--- config.mk ---
export PLATFORM = sky130hd
export DESIGN_NAME = csc_core
export DESIGN_NICKNAME = d
export VERILOG_FILES = /design/src/common/csc_pkg.sv /design/src/verilog/csc_core.sv
export SDC_FILE = /design/constraint.sdc
export NUM_CORES = 1
export LEC_CHECK = 0
export CAP_MARGIN = 40
export CORE_MARGIN = 2
export CORE_UTILIZATION = 40
export DETAILED_ROUTE_END_ITERATION = 10
export DONT_BUFFER_PORTS = 1
export GPL_TIMING_DRIVEN = 0
export PLACE_DENSITY = 0.63
export SLEW_MARGIN = 20
export SYNTH_ARGS = -nofsm -noshare
export SYNTH_HDL_FRONTEND = slang
export SYNTH_SLANG_ARGS = --single-unit
--- constraint.sdc ---
create_clock -name clk_i -period 5.4 [get_ports clk_i]
set_input_delay 1.08 -clock clk_i [delete_from_list [all_inputs] [get_ports clk_i]]
set_output_delay 1.08 -clock clk_i [all_outputs]
set_load 0.005 [all_outputs]
--- src/common/csc_pkg.sv ---
// constants, types and register map of the charger state control core
// assumes a single 125 MHz clock and a classic wishbone master on the register side
// What this block does
// - usb low-power mode selects 100 mV reference
// - 250 mV only with ac and select high
// - qualified recharge blocks charge termination
// - completed charge clears and stops safety timer
// - done is high/low, fault high/high
// - timer expiry while charging faults, stops supply
// - done returns to charging on recharge
// - recharge active when battery below threshold
// - recharge filtered 25 ms both directions
// - recharge activation resets the state machine
// - termination level, not edge, enters done
// - termination active when sense below threshold
// - termination filtered 25 ms before use
// - tied timer pin disables termination and timer
// - without battery machine may cycle freely
package csc_pkg;

    localparam int CLK_HZ        = 125_000_000;
    localparam int DEGLITCH_MS   = 25;
    localparam int DEGLITCH_CYC  = DEGLITCH_MS * (CLK_HZ / 1000);
    localparam int DG_W          = 22;
    localparam int TERM_REF_LO_MV = 100;
    localparam int TERM_REF_HI_MV = 250;

    localparam int WB_AW = 8;

    localparam logic [WB_AW-1:0] OFS_CTRL      = 8'h00;
    localparam logic [WB_AW-1:0] OFS_STATE     = 8'h04;
    localparam logic [WB_AW-1:0] OFS_TMR_LIMIT = 8'h08;
    localparam logic [WB_AW-1:0] OFS_TMR_COUNT = 8'h0c;
    localparam logic [WB_AW-1:0] OFS_IRQ_STAT  = 8'h10;
    localparam logic [WB_AW-1:0] OFS_IRQ_CLR   = 8'h14;
    localparam logic [WB_AW-1:0] OFS_IRQ_EN    = 8'h18;

    localparam logic [31:0] RST_CTRL      = 32'h0000_0001;
    localparam logic [31:0] RST_TMR_LIMIT = 32'h0100_0000;
    localparam logic [2:0]  RST_IRQ_EN    = 3'h0;

    localparam int CTRL_ENABLE  = 0;
    localparam int CTRL_RESTART = 1;

    localparam int EV_DONE    = 0;
    localparam int EV_FAULT   = 1;
    localparam int EV_RECHG   = 2;
    localparam int EV_N       = 3;

    // status line codes, first line in bit 1
    localparam logic [1:0] STAT_OFF      = 2'h0;
    localparam logic [1:0] STAT_CHARGING = 2'h1;
    localparam logic [1:0] STAT_DONE     = 2'h2;
    localparam logic [1:0] STAT_FAULT    = 2'h3;

    typedef enum logic [1:0] {CSC_CHARGING, CSC_DONE, CSC_FAULT} csc_state_e;

    typedef struct packed {
        logic timer_tied;
        logic source_select;
        logic ac_present;
        logic term_low;
        logic recharge_low;
    } csc_pins_s;

    typedef struct packed {
        logic             cyc;
        logic             stb;
        logic             we;
        logic [WB_AW-1:0] adr;
        logic [3:0]       sel;
        logic [31:0]      dat;
    } csc_wb_req_s;

endpackage

--- src/verilog/csc_core.sv ---
// charger state control core: pin synchronisers, deglitch filters, charge state
// machine, safety timer, status lines and a wishbone register slave with interrupt
// assumes all pin inputs are asynchronous levels from comparators and board straps
`timescale 1ns/1ps
`default_nettype none

module csc_core #(
    parameter int DEGLITCH_CYC = csc_pkg::DEGLITCH_CYC
) (
    input  wire logic                clk_i,
    input  wire logic                rst_i,
    input  wire csc_pkg::csc_pins_s  pins_i,
    input  wire csc_pkg::csc_wb_req_s wb_req_i,
    output logic                     wb_ack_o,
    output logic [31:0]              wb_dat_o,
    output logic                     irq_o,
    output logic                     status_line_first_o,
    output logic                     status_line_second_o,
    output logic                     charge_en_o,
    output logic                     regulator_en_o,
    output logic                     term_ref_high_o
);
    import csc_pkg::*;

    localparam int NPIN = $bits(csc_pins_s);
    localparam logic [DG_W-1:0] DG_LAST = DG_W'(DEGLITCH_CYC - 1);

    // ---------------- synchronisers ----------------
    logic [NPIN-1:0] meta_ff;
    logic [NPIN-1:0] sync_ff;
    csc_pins_s       pin_s;

    always_ff @(posedge clk_i) begin
        if (rst_i) begin
            meta_ff <= '0;
            sync_ff <= '0;
        end else begin
            meta_ff <= pins_i;
            sync_ff <= meta_ff;
        end
    end

    assign pin_s = csc_pins_s'(sync_ff);

    // ---------------- deglitch filters ----------------
    // channel 0 recharge, channel 1 termination
    logic [1:0] raw_s;
    logic [1:0] qual_ff;
    logic [DG_W-1:0] dg_cnt_ff [2];

    assign raw_s = {pin_s.term_low, pin_s.recharge_low};

    genvar g;
    generate
        for (g = 0; g < 2; g++) begin : g_dg
            always_ff @(posedge clk_i) begin
                if (rst_i) begin
                    qual_ff[g]   <= 1'b0;
                    dg_cnt_ff[g] <= '0;
                end else if (raw_s[g] == qual_ff[g]) begin
                    dg_cnt_ff[g] <= '0;
                end else if (dg_cnt_ff[g] == DG_LAST) begin
                    qual_ff[g]   <= raw_s[g];
                    dg_cnt_ff[g] <= '0;
                end else begin
                    dg_cnt_ff[g] <= dg_cnt_ff[g] + 1'b1;
                end
            end

        end
    endgenerate

    logic rch_q;
    logic term_q;
    logic rch_prev_ff;
    logic rch_rise;

    assign rch_q  = qual_ff[0];
    assign term_q = qual_ff[1];

    always_ff @(posedge clk_i) begin
        if (rst_i) begin
            rch_prev_ff <= 1'b0;
        end else begin
            rch_prev_ff <= rch_q;
        end
    end

    // resetting on the level would keep restarting the safety timer forever
    // on a deeply discharged cell, so only the activation resets the machine
    assign rch_rise = rch_q & ~rch_prev_ff;

    // ---------------- register file ----------------
    logic [31:0]     ctrl_ff;
    logic [31:0]     tmr_limit_ff;
    logic [EV_N-1:0] irq_stat_ff;
    logic [EV_N-1:0] irq_en_ff;
    logic            ack_ff;
    logic [31:0]     dat_ff;
    logic            wr_go;
    logic            restart_pulse;
    logic            enable;

    function automatic logic [31:0] merge(input logic [31:0] old, input logic [31:0] nw,
                                          input logic [3:0] sel);
        logic [31:0] r;
        r = old;
        for (int b = 0; b < 4; b++) begin
            if (sel[b]) begin
                r[b*8 +: 8] = nw[b*8 +: 8];
            end
        end
        return r;
    endfunction

    // a write lands on the edge at which the master sees ack
    assign wr_go = wb_req_i.cyc & wb_req_i.stb & wb_req_i.we & ack_ff;
    assign restart_pulse = wr_go && wb_req_i.adr == OFS_CTRL && wb_req_i.sel[0]
                           && wb_req_i.dat[CTRL_RESTART];
    assign enable = ctrl_ff[CTRL_ENABLE];

    always_ff @(posedge clk_i) begin
        if (rst_i) begin
            ack_ff <= 1'b0;
        end else begin
            ack_ff <= wb_req_i.cyc & wb_req_i.stb & ~ack_ff;
        end
    end

    always_ff @(posedge clk_i) begin
        if (rst_i) begin
            ctrl_ff      <= RST_CTRL;
            tmr_limit_ff <= RST_TMR_LIMIT;
            irq_en_ff    <= RST_IRQ_EN;
        end else if (wr_go) begin
            unique case (wb_req_i.adr)
                OFS_CTRL: begin
                    ctrl_ff <= {31'h0, (wb_req_i.sel[0] ? wb_req_i.dat[CTRL_ENABLE]
                                                        : ctrl_ff[CTRL_ENABLE])};
                end
                OFS_TMR_LIMIT: begin
                    tmr_limit_ff <= merge(tmr_limit_ff, wb_req_i.dat, wb_req_i.sel);
                end
                OFS_IRQ_EN: begin
                    if (wb_req_i.sel[0]) begin
                        irq_en_ff <= wb_req_i.dat[EV_N-1:0];
                    end
                end
                default: begin
                end
            endcase
        end
    end

    // ---------------- charge state machine and safety timer ----------------
    csc_state_e  state_ff;
    csc_state_e  nxt_state;
    logic [31:0] timer_ff;
    logic        timer_off;
    logic        timer_expire;
    logic        term_ok;

    assign timer_off    = pin_s.timer_tied;
    assign timer_expire = ~timer_off && timer_ff >= tmr_limit_ff;
    assign term_ok      = term_q && ~rch_q && ~timer_off;

    always_comb begin
        nxt_state = state_ff;
        if (!enable || rch_rise || restart_pulse) begin
            nxt_state = CSC_CHARGING;
        end else begin
            unique case (state_ff)
                CSC_CHARGING: begin
                    if (term_ok) begin
                        nxt_state = CSC_DONE;
                    end else if (timer_expire) begin
                        nxt_state = CSC_FAULT;
                    end
                end
                CSC_DONE: begin
                    if (rch_q) begin
                        nxt_state = CSC_CHARGING;
                    end
                end
                CSC_FAULT: begin
                    nxt_state = CSC_FAULT;
                end
            endcase
        end
    end

    always_ff @(posedge clk_i) begin
        if (rst_i) begin
            state_ff <= CSC_CHARGING;
        end else begin
            state_ff <= nxt_state;
        end
    end

    always_ff @(posedge clk_i) begin
        if (rst_i) begin
            timer_ff <= '0;
        end else if (nxt_state != CSC_CHARGING || state_ff != CSC_CHARGING || timer_off
                     || !enable || rch_rise || restart_pulse) begin
            timer_ff <= '0;
        end else if (!timer_expire) begin
            timer_ff <= timer_ff + 32'h1;
        end
    end

    // ---------------- interrupts ----------------
    logic [EV_N-1:0] ev;
    logic [EV_N-1:0] clr;

    assign ev[EV_DONE]  = state_ff == CSC_CHARGING && nxt_state == CSC_DONE;
    assign ev[EV_FAULT] = state_ff == CSC_CHARGING && nxt_state == CSC_FAULT;
    assign ev[EV_RECHG] = rch_rise;
    assign clr = (wr_go && wb_req_i.adr == OFS_IRQ_CLR && wb_req_i.sel[0])
                 ? wb_req_i.dat[EV_N-1:0] : '0;

    always_ff @(posedge clk_i) begin
        if (rst_i) begin
            irq_stat_ff <= '0;
        end else begin
            // a new event wins over a clear in the same cycle
            irq_stat_ff <= (irq_stat_ff & ~clr) | ev;
        end
    end

    always_ff @(posedge clk_i) begin
        if (rst_i) begin
            irq_o <= 1'b0;
        end else begin
            irq_o <= |(irq_stat_ff & irq_en_ff);
        end
    end

    // ---------------- read data ----------------
    logic [31:0] nxt_dat;

    always_comb begin
        nxt_dat = 32'h0;
        unique case (wb_req_i.adr)
            OFS_CTRL:      nxt_dat = ctrl_ff;
            OFS_STATE:     nxt_dat = {24'h0, timer_off, term_ref_high_o, term_q, rch_q,
                                      2'h0, 2'(state_ff)};
            OFS_TMR_LIMIT: nxt_dat = tmr_limit_ff;
            OFS_TMR_COUNT: nxt_dat = timer_ff;
            OFS_IRQ_STAT:  nxt_dat = {29'h0, irq_stat_ff};
            OFS_IRQ_EN:    nxt_dat = {29'h0, irq_en_ff};
            default:       nxt_dat = 32'h0;
        endcase
    end

    always_ff @(posedge clk_i) begin
        if (rst_i) begin
            dat_ff <= 32'h0;
        end else if (wb_req_i.cyc && wb_req_i.stb && !ack_ff) begin
            dat_ff <= nxt_dat;
        end
    end

    assign wb_ack_o = ack_ff;
    assign wb_dat_o = dat_ff;

    // ---------------- pin outputs ----------------
    logic [1:0] nxt_stat;

    always_comb begin
        nxt_stat = STAT_OFF;
        if (enable) begin
            unique case (state_ff)
                CSC_CHARGING: nxt_stat = STAT_CHARGING;
                CSC_DONE:     nxt_stat = STAT_DONE;
                CSC_FAULT:    nxt_stat = STAT_FAULT;
            endcase
        end
    end

    always_ff @(posedge clk_i) begin
        if (rst_i) begin
            status_line_first_o  <= 1'b0;
            status_line_second_o <= 1'b0;
        end else begin
            status_line_first_o  <= nxt_stat[1];
            status_line_second_o <= nxt_stat[0];
        end
    end

    always_ff @(posedge clk_i) begin
        if (rst_i) begin
            charge_en_o    <= 1'b0;
            regulator_en_o <= 1'b0;
        end else begin
            charge_en_o    <= enable && state_ff == CSC_CHARGING;
            regulator_en_o <= enable && state_ff != CSC_FAULT;
        end
    end

    always_ff @(posedge clk_i) begin
        if (rst_i) begin
            term_ref_high_o <= 1'b0;
        end else begin
            term_ref_high_o <= pin_s.ac_present & pin_s.source_select;
        end
    end
endmodule

`default_nettype wire

==> results.json, run 1 <==
{
  "outcome": "finished, final reports clean",
  "drc": 0,
  "ff2ff_setup_slack_ps": 2230,
  "post_cts_resized": 0,
  "worstReg2RegEnd": "timer_ff[1]$_SDFFE_PP0N_",
  "grt_max_degree": 17,
  "die_h_um": 152.8,
  "grt_usage_pct": 19.93,
  "detailed_place_hpwl_mm": 17.05,
  "final_cells": 1327,
  "critical-path-max-stage-delay_ps": 450,
  "critPathBufInv": 3,
  "seq_area_frac_synth_pct": 43.19,
  "synthArstFlopShare_pct": 0,
  "grt_use_met3_pct": 4.465,
  "finalWirelength_mm": 23.14,
  "crit_path_max_fanout": 10,
  "crit_type": "reg2reg",
  "synthCells": 972,
  "drt_first_iter_violations": 426,
  "n_antenna_cell": 0,
  "start_kind": "flip-flop",
  "min_from": "meta_ff[1]$_SDFF_PP0_",
  "syn-cell-area_um2": 8852,
  "placedCellCount": 1295,
  "final_area_um2": 9945,
  "p_sw_share_pct": 23.55,
  "start_util_pct": 40.69,
  "root_buffer": "clkbuf_16",
  "finish.utilization_pct": 45.71,
  "finalSetupTns_ps": 0,
  "grt_pass1_vias": 7102,
  "seqPwrFrac_pct": 51.3,
  "min_delay_worst_endpoint": "pin_s[1]$_SDFF_PP0_",
  "setup_violations": 0,
  "combPwrFrac_pct": 3.5,
  "tritoncts": "done",
  "ys.flop_type": "dfxtp_1",
  "r2r_cells": 10,
  "wire_per_inst_um": 17.44,
  "cp_cell_sequence": "inv_1 > ha_1 > nand4b_1 > nor4_1 > a22oi_1 > nand2_1 > buf_2 > clkbuf_1 > nor3b_1 > o2111a_1",
  "nets": 1128,
  "worst_path_max_delay_cell": "nor4_1",
  "cts_sinks": 169,
  "clockPowerShare_pct": 45.2,
  "power.net_switching_uw": 615.3,
  "antenna_found_initial": 0,
  "fp-row-count": 54,
  "postCtsSetupRepairBufs": 0,
  "portBuffers": 0,
  "gp_congestion": 0.8471,
  "synth_warnings": 0,
  "synth_edf_count": 44,
  "syn_area_per_cell_um2": 9.107,
  "clk_latency_ps": 430,
  "ys_seq_elements": 169,
  "hold_depth": 1,
  "grt-ovfl-total": 0,
  "drive_above_1_share_pct": 7.163,
  "drt_first_pass_iters": 5,
  "fin_crit_sh_pct": 58.65,
  "synth_cell_types": 63,
  "grt_busiest_layer": "met2",
  "die_x_um": 152.8,
  "hold_buffers": 0,
  "h-tree-depth": 4,
  "p_int_mw": 1.997,
  "finalHoldViolCount": 0,
  "r2r-start": "tmr_limit_ff[31]$_SDFFE_PP0P_",
  "arrival_ps": 3480,
  "gr-usage-met2_pct": 33.50,
  "required_ps": 5720,
  "drtAntennaViolNets": 0,
  "p_per_area_nw_per_um2": 262.7,
  "grt_pass1_wl_mm": 37.34,
  "io_pins": 93,
  "worstSetupEndpointType": "flip-flop",
  "max-slew-margin-rel_pct": 44.64,
  "cts_inserted_buffers": 17,
  "drv_cap": 0,
  "coreArea_um2": 21760,
  "placed_area_um2": 9385,
  "tightest_slew_ps": 819.9,
  "dieArea_um2": 23340,
  "via_count": 7285,
  "report.final.slew_viol_count": 0,
  "viasPerCell": 5.490,
  "ir_worst_vdd_mv": 0.1926,
  "p_leak_nw": 3.478,
  "use_met1_pct": 25.53,
  "syn2layout_area_growth_pct": 12.34,
  "fmaxAchievable_mhz": 315.8,
  "rsz0062_at_grt": "false",
  "skew_ps": 11.29,
  "period_needed_ps": 3167,
  "cts_max_path_buffers": 2,
  "min_path_type": "reg2reg",
  "clk_pin_slew_ps": 70,
  "crit_family": "simple AND/OR/NAND/NOR gates"
}
[worst register-to-register path, stage by stage (launching register included)]
cell	delay (ps)
dfxtp_1	380
inv_1	60
ha_1	310
nand4b_1	150
nor4_1	450
a22oi_1	240
nand2_1	360
buf_2	290
clkbuf_1	440
nor3b_1	120
o2111a_1	260
[through the flow]
stage | setup WS, ps | hold WS, ps | total power, mW
6_report | 2233 | 440.8 | 2.612
5_1_grt | 1950 | 463.0 | 2.701
4_1_cts | 2222 | 445.4 | 2.631
3_5_place_dp | 1955 | 423.8 | 1.459
3_3_place_gp | 1796 | 420.2 | 1.457
2_1_floorplan | 2404 | 413.8 | 1.428
[Yosys cell counts (22+ instances only)]
library cell  number  area, um2
clkbuf_1          36      135.1
edfxtp_1          44       1321
o31ai_1           24      180.2
a22oi_1           40      300.3
nand2_1           75      281.5
inv_1             41      153.9
nor2_1           124      465.5
ha_1              40      500.5
a22o_1            25      219.0
dfxtp_1          125       2502
a21oi_1           49      245.2
or4_1             25      187.7
nand3_1           64      320.3
xor2_1            24      210.2
and3_1            22      137.6
[per-layer routing]
layer	vias to the layer above	wire [um]
met4	0	406
met3	25	1084
met2	162	11060
met1	3439	10590
met5	-	0
li1	3659	-
[cells in the final DEF (no fill, tap or decap), types with 25 or more instances in the layout]
cell type	instances
a21oi_1	49
conb_1	44
inv_1	41
edfxtp_1	44
clkbuf_1	36
a22o_1	25
dfxtp_1	125
nand3_1	64
nand2_1	75
ha_1	40
a22oi_1	40
or4_1	25
nor2_1	124
[layout make-up]
cell class | instances | area, um2
Sequential cell | 169 | 3824
Buffer | 58 | 284.0
Fill cell | 2142 | 11810
Tap cell | 280 | 350.3
Clock buffer | 18 | 439.2
Inverter | 42 | 157.7
Clock inverter | 14 | 120.1
Multi-Input combinational cell | 746 | 4770
[worst max-delay path by stage]
stage / start / to / slack, ps / cells after the start
floorplan: wb_req_i[36] / timer_ff[11]$_SDFFE_PP0N_ / 2400 / 9
global placement: wb_req_i[36] / wb_dat_o[20]$_SDFFE_PP0P_ / 1800 / 7
detailed placement: wb_req_i[36] / tmr_limit_ff[31]$_SDFFE_PP0P_ / 1950 / 9
CTS: tmr_limit_ff[31]$_SDFFE_PP0P_ / timer_ff[20]$_SDFFE_PP0N_ / 2220 / 10
global route: tmr_limit_ff[31]$_SDFFE_PP0P_ / timer_ff[18]$_SDFFE_PP0N_ / 1950 / 10
finish: tmr_limit_ff[31]$_SDFFE_PP0P_ / timer_ff[1]$_SDFFE_PP0N_ / 2230 / 10
[cell families (layout without fill, tap and decap cells)]
family                     after synthesis  count (layout)  synth area share [%]
buffers and inverters                  100             132                 4.989
other                                    1              44               0.04236
adders and majority gates               40              40                 5.654
AOI/OAI and AO/OA                      207             207                 17.54
muxes                                   11              11                 1.258
DFF                                    169             169                 43.19
and+or+nand+nor                        402             402                 23.17
xor gates and xnor gates                42              42                 4.155
[power groups by stage]
stage	sequential [mW]	clock (mW)	combinational, mW
final	1.34	1.18	0.0916
after global routing	1.34	1.26	0.102
after CTS	1.34	1.20	0.0911
after detailed placement	1.37	0	0.0905
after global placement	1.37	0	0.0887
after floorplan	1.36	0	0.0669
[sequential cells by signal, indices dropped and copies added (netlist names), 3 cells and up]
| name | count |
|---|---|
| irq_en_ff | 3 |
| dg_cnt_ff | 44 |
| meta_ff | 5 |
| timer_ff | 32 |
| tmr_limit_ff | 32 |
| pin_s | 5 |
| irq_stat_ff | 3 |
| wb_dat_o | 32 |
(Power assumes the default switching activity.)
==> inputs of run 2 (changes only) <==
--- a/config.mk
+++ b/config.mk
@@ -11,7 +11,7 @@
 export DETAILED_ROUTE_END_ITERATION = 10
 export DONT_BUFFER_PORTS = 1
 export GPL_TIMING_DRIVEN = 0
-export PLACE_DENSITY = 0.63
+export PLACE_DENSITY = 0.65
 export SLEW_MARGIN = 20
 export SYNTH_ARGS = -nofsm -noshare
 export SYNTH_HDL_FRONTEND = slang
==> constraint.sdc (replaced) <==
create_clock -name clk_i -period 2.78 [get_ports clk_i]
set_input_delay 0.556 -clock clk_i [delete_from_list [all_inputs] [get_ports clk_i]]
set_output_delay 0.556 -clock clk_i [all_outputs]
set_load 0.005 [all_outputs]
==> results.json, run 2 (same netlist as run 1, synthesis figures left out) <==
{
  "arrival_ps": 3050,
  "cts_inserted_buffers": 17,
  "die_x_um": 152.8,
  "finalWirelength_mm": 24.25,
  "skew_ps": 5.614,
  "grt_pass1_wl_mm": 38.07,
  "tightest_slew_ps": 900.8,
  "fmaxAchievable_mhz": 363.6,
  "grt_max_degree": 17,
  "top_register": "dg_cnt_ff",
  "worst_path_max_delay_cell": "o311ai_1",
  "finalHoldViolCount": 0,
  "period_needed_ps": 2750,
  "drt_first_pass_iters": 5,
  "die_h_um": 152.8,
  "n_antenna_cell": 0,
  "clk_latency_ps": 430,
  "final_cell_mix": "124 x nor2_1, 117 x dfxtp_1, 74 x nand2_1, 64 x nand3_1, 49 x a21oi_1",
  "dieArea_um2": 23340,
  "grt_usage_pct": 20.36,
  "fill_cells": 2072,
  "ir_worst_vdd_mv": 0.3874,
  "worstSetupEndpointType": "flip-flop",
  "grt_pass1_vias": 7173,
  "drv_cap": 0,
  "coreArea_um2": 21760,
  "report.final.slew_viol_count": 0,
  "h-tree-depth": 4,
  "nets": 1142,
  "finish.utilization_pct": 47.78,
  "tritoncts": "done",
  "cts_max_path_buffers": 2,
  "wire_per_inst_um": 18.09,
  "max-slew-margin-rel_pct": 39.48,
  "root_buffer": "clkbuf_16",
  "critical-path-max-stage-delay_ps": 500,
  "min_path_type": "in2reg",
  "start_kind": "flip-flop",
  "drive_above_1_share_pct": 12.16,
  "crit_type": "reg2reg",
  "drtAntennaViolNets": 0,
  "placed_area_um2": 9380,
  "finalSetupTns_ps": 0,
  "clk_pin_slew_ps": 60,
  "outcome": "finished, final reports clean",
  "largest_reg_flops": 44,
  "crit_path_max_fanout": 10,
  "setup_violations": 0,
  "gp_congestion": 0.8505,
  "p_per_area_nw_per_um2": 491.0,
  "layout.cells.most_common": "nor2_1",
  "rsz0062_at_grt": "true",
  "cts_sinks": 169,
  "fp-row-count": 54,
  "cp_cell_sequence": "inv_1 > ha_1 > a21oi_1 > o21ai_0 > a22oi_2 > nand2_2 > o311ai_1 > buf_4 > buf_6 > a211oi_2",
  "via_count": 7578,
  "detailed_place_hpwl_mm": 17.13,
  "antenna_found_initial": 0,
  "grt-ovfl-total": 0,
  "start_util_pct": 40.69,
  "drt_first_iter_violations": 587,
  "p_leak_nw": 3.642,
  "portBuffers": 0,
  "fin_crit_sh_pct": 98.92,
  "required_ps": 3080,
  "viasPerCell": 5.651,
  "final_area_um2": 10400,
  "drc": 0,
  "syn2layout_area_growth_pct": 17.43,
  "io_pins": 93
}
-- run 2: cell count changes in the layout (fill, tap and decap cells not counted), sizes merged --
cell,before,now
buf,22,33
inv,47,43
clkinvlp,3,1
bufinv,1,2
clkinv,5,9
clkbuf,54,58
-- run 2: layout make-up --
cell class / instances / area [um2] / area share (%)
multi-input combinational: 746 / 4954 / 47.65
clock inverter: 13 / 127.6 / 1.228
clock buffer: 19 / 432.9 / 4.165
tap: 280 / 350.3 / 3.370
timing repair buffer: 14 / 185.2 / 1.781
sequential: 169 / 3836 / 36.90
buffer: 58 / 351.6 / 3.382
inverter: 42 / 157.7 / 1.517
-- run 2: worst max-delay path: cells and delay by family, from the launching register on --
family                   cells  cell delay (ps)
AO/OA/AOI/OAI                5             1160
buffers and inverters        3              550
flip-flops                   1              350
adder cells (fa/ha/maj)      1              320
AND/OR/NAND/NOR              1              220
-- run 2: layer usage --
metal  part of all wire, %  vias to the layer above  track usage, %
met5                     0                        -               0
met3                   5.3                       41           4.408
li1                      -                     3677               -
met2                    47                      229           32.95
met1                    45                     3631           27.04
met4                   2.2                        0           6.966
-- run 2: worst paths after layout --
check / startpoint / endpoint / slack [ps] / cells after the start
max: tmr_limit_ff[27]$_SDFFE_PP0P_ / timer_ff[10]$_SDFFE_PP0N_ / 30 / 10
min: pins_i[3] / meta_ff[3]$_SDFF_PP0_ / 250 / 1
min reg2reg: meta_ff[4]$_SDFF_PP0_ / pin_s[4]$_SDFF_PP0_ / 440 / 1
max reg2reg: tmr_limit_ff[27]$_SDFFE_PP0P_ / timer_ff[10]$_SDFFE_PP0N_ / 30 / 10
-- run 2: repair_timing --
item,in CTS,in global routing
gates cloned,0,5
hold buffers,0,0
pin swaps,3,17
gates resized for setup,16,65
setup endpoints to repair,36,35
buffers inserted,3,5
-- run 2: stage by stage --
stage               setup WS (ps)  hold slack (ps)  total power, mW  instances
floorplan                   215.6            413.8            2.774       1015
global placement           -377.6            423.8            2.829       1295
detailed placement         -403.0            427.2            2.835       1296
CTS                         4.391            243.0            5.145       1331
global route               -84.97            256.9            5.291       1341
finish                      29.89            254.9            5.104       1341
-- run 2: where the power goes --
group | switching (mW) | internal [mW]
registers | 0.0436 | 2.56
logic | 0.126 | 0.0611
clock network | 0.996 | 1.31
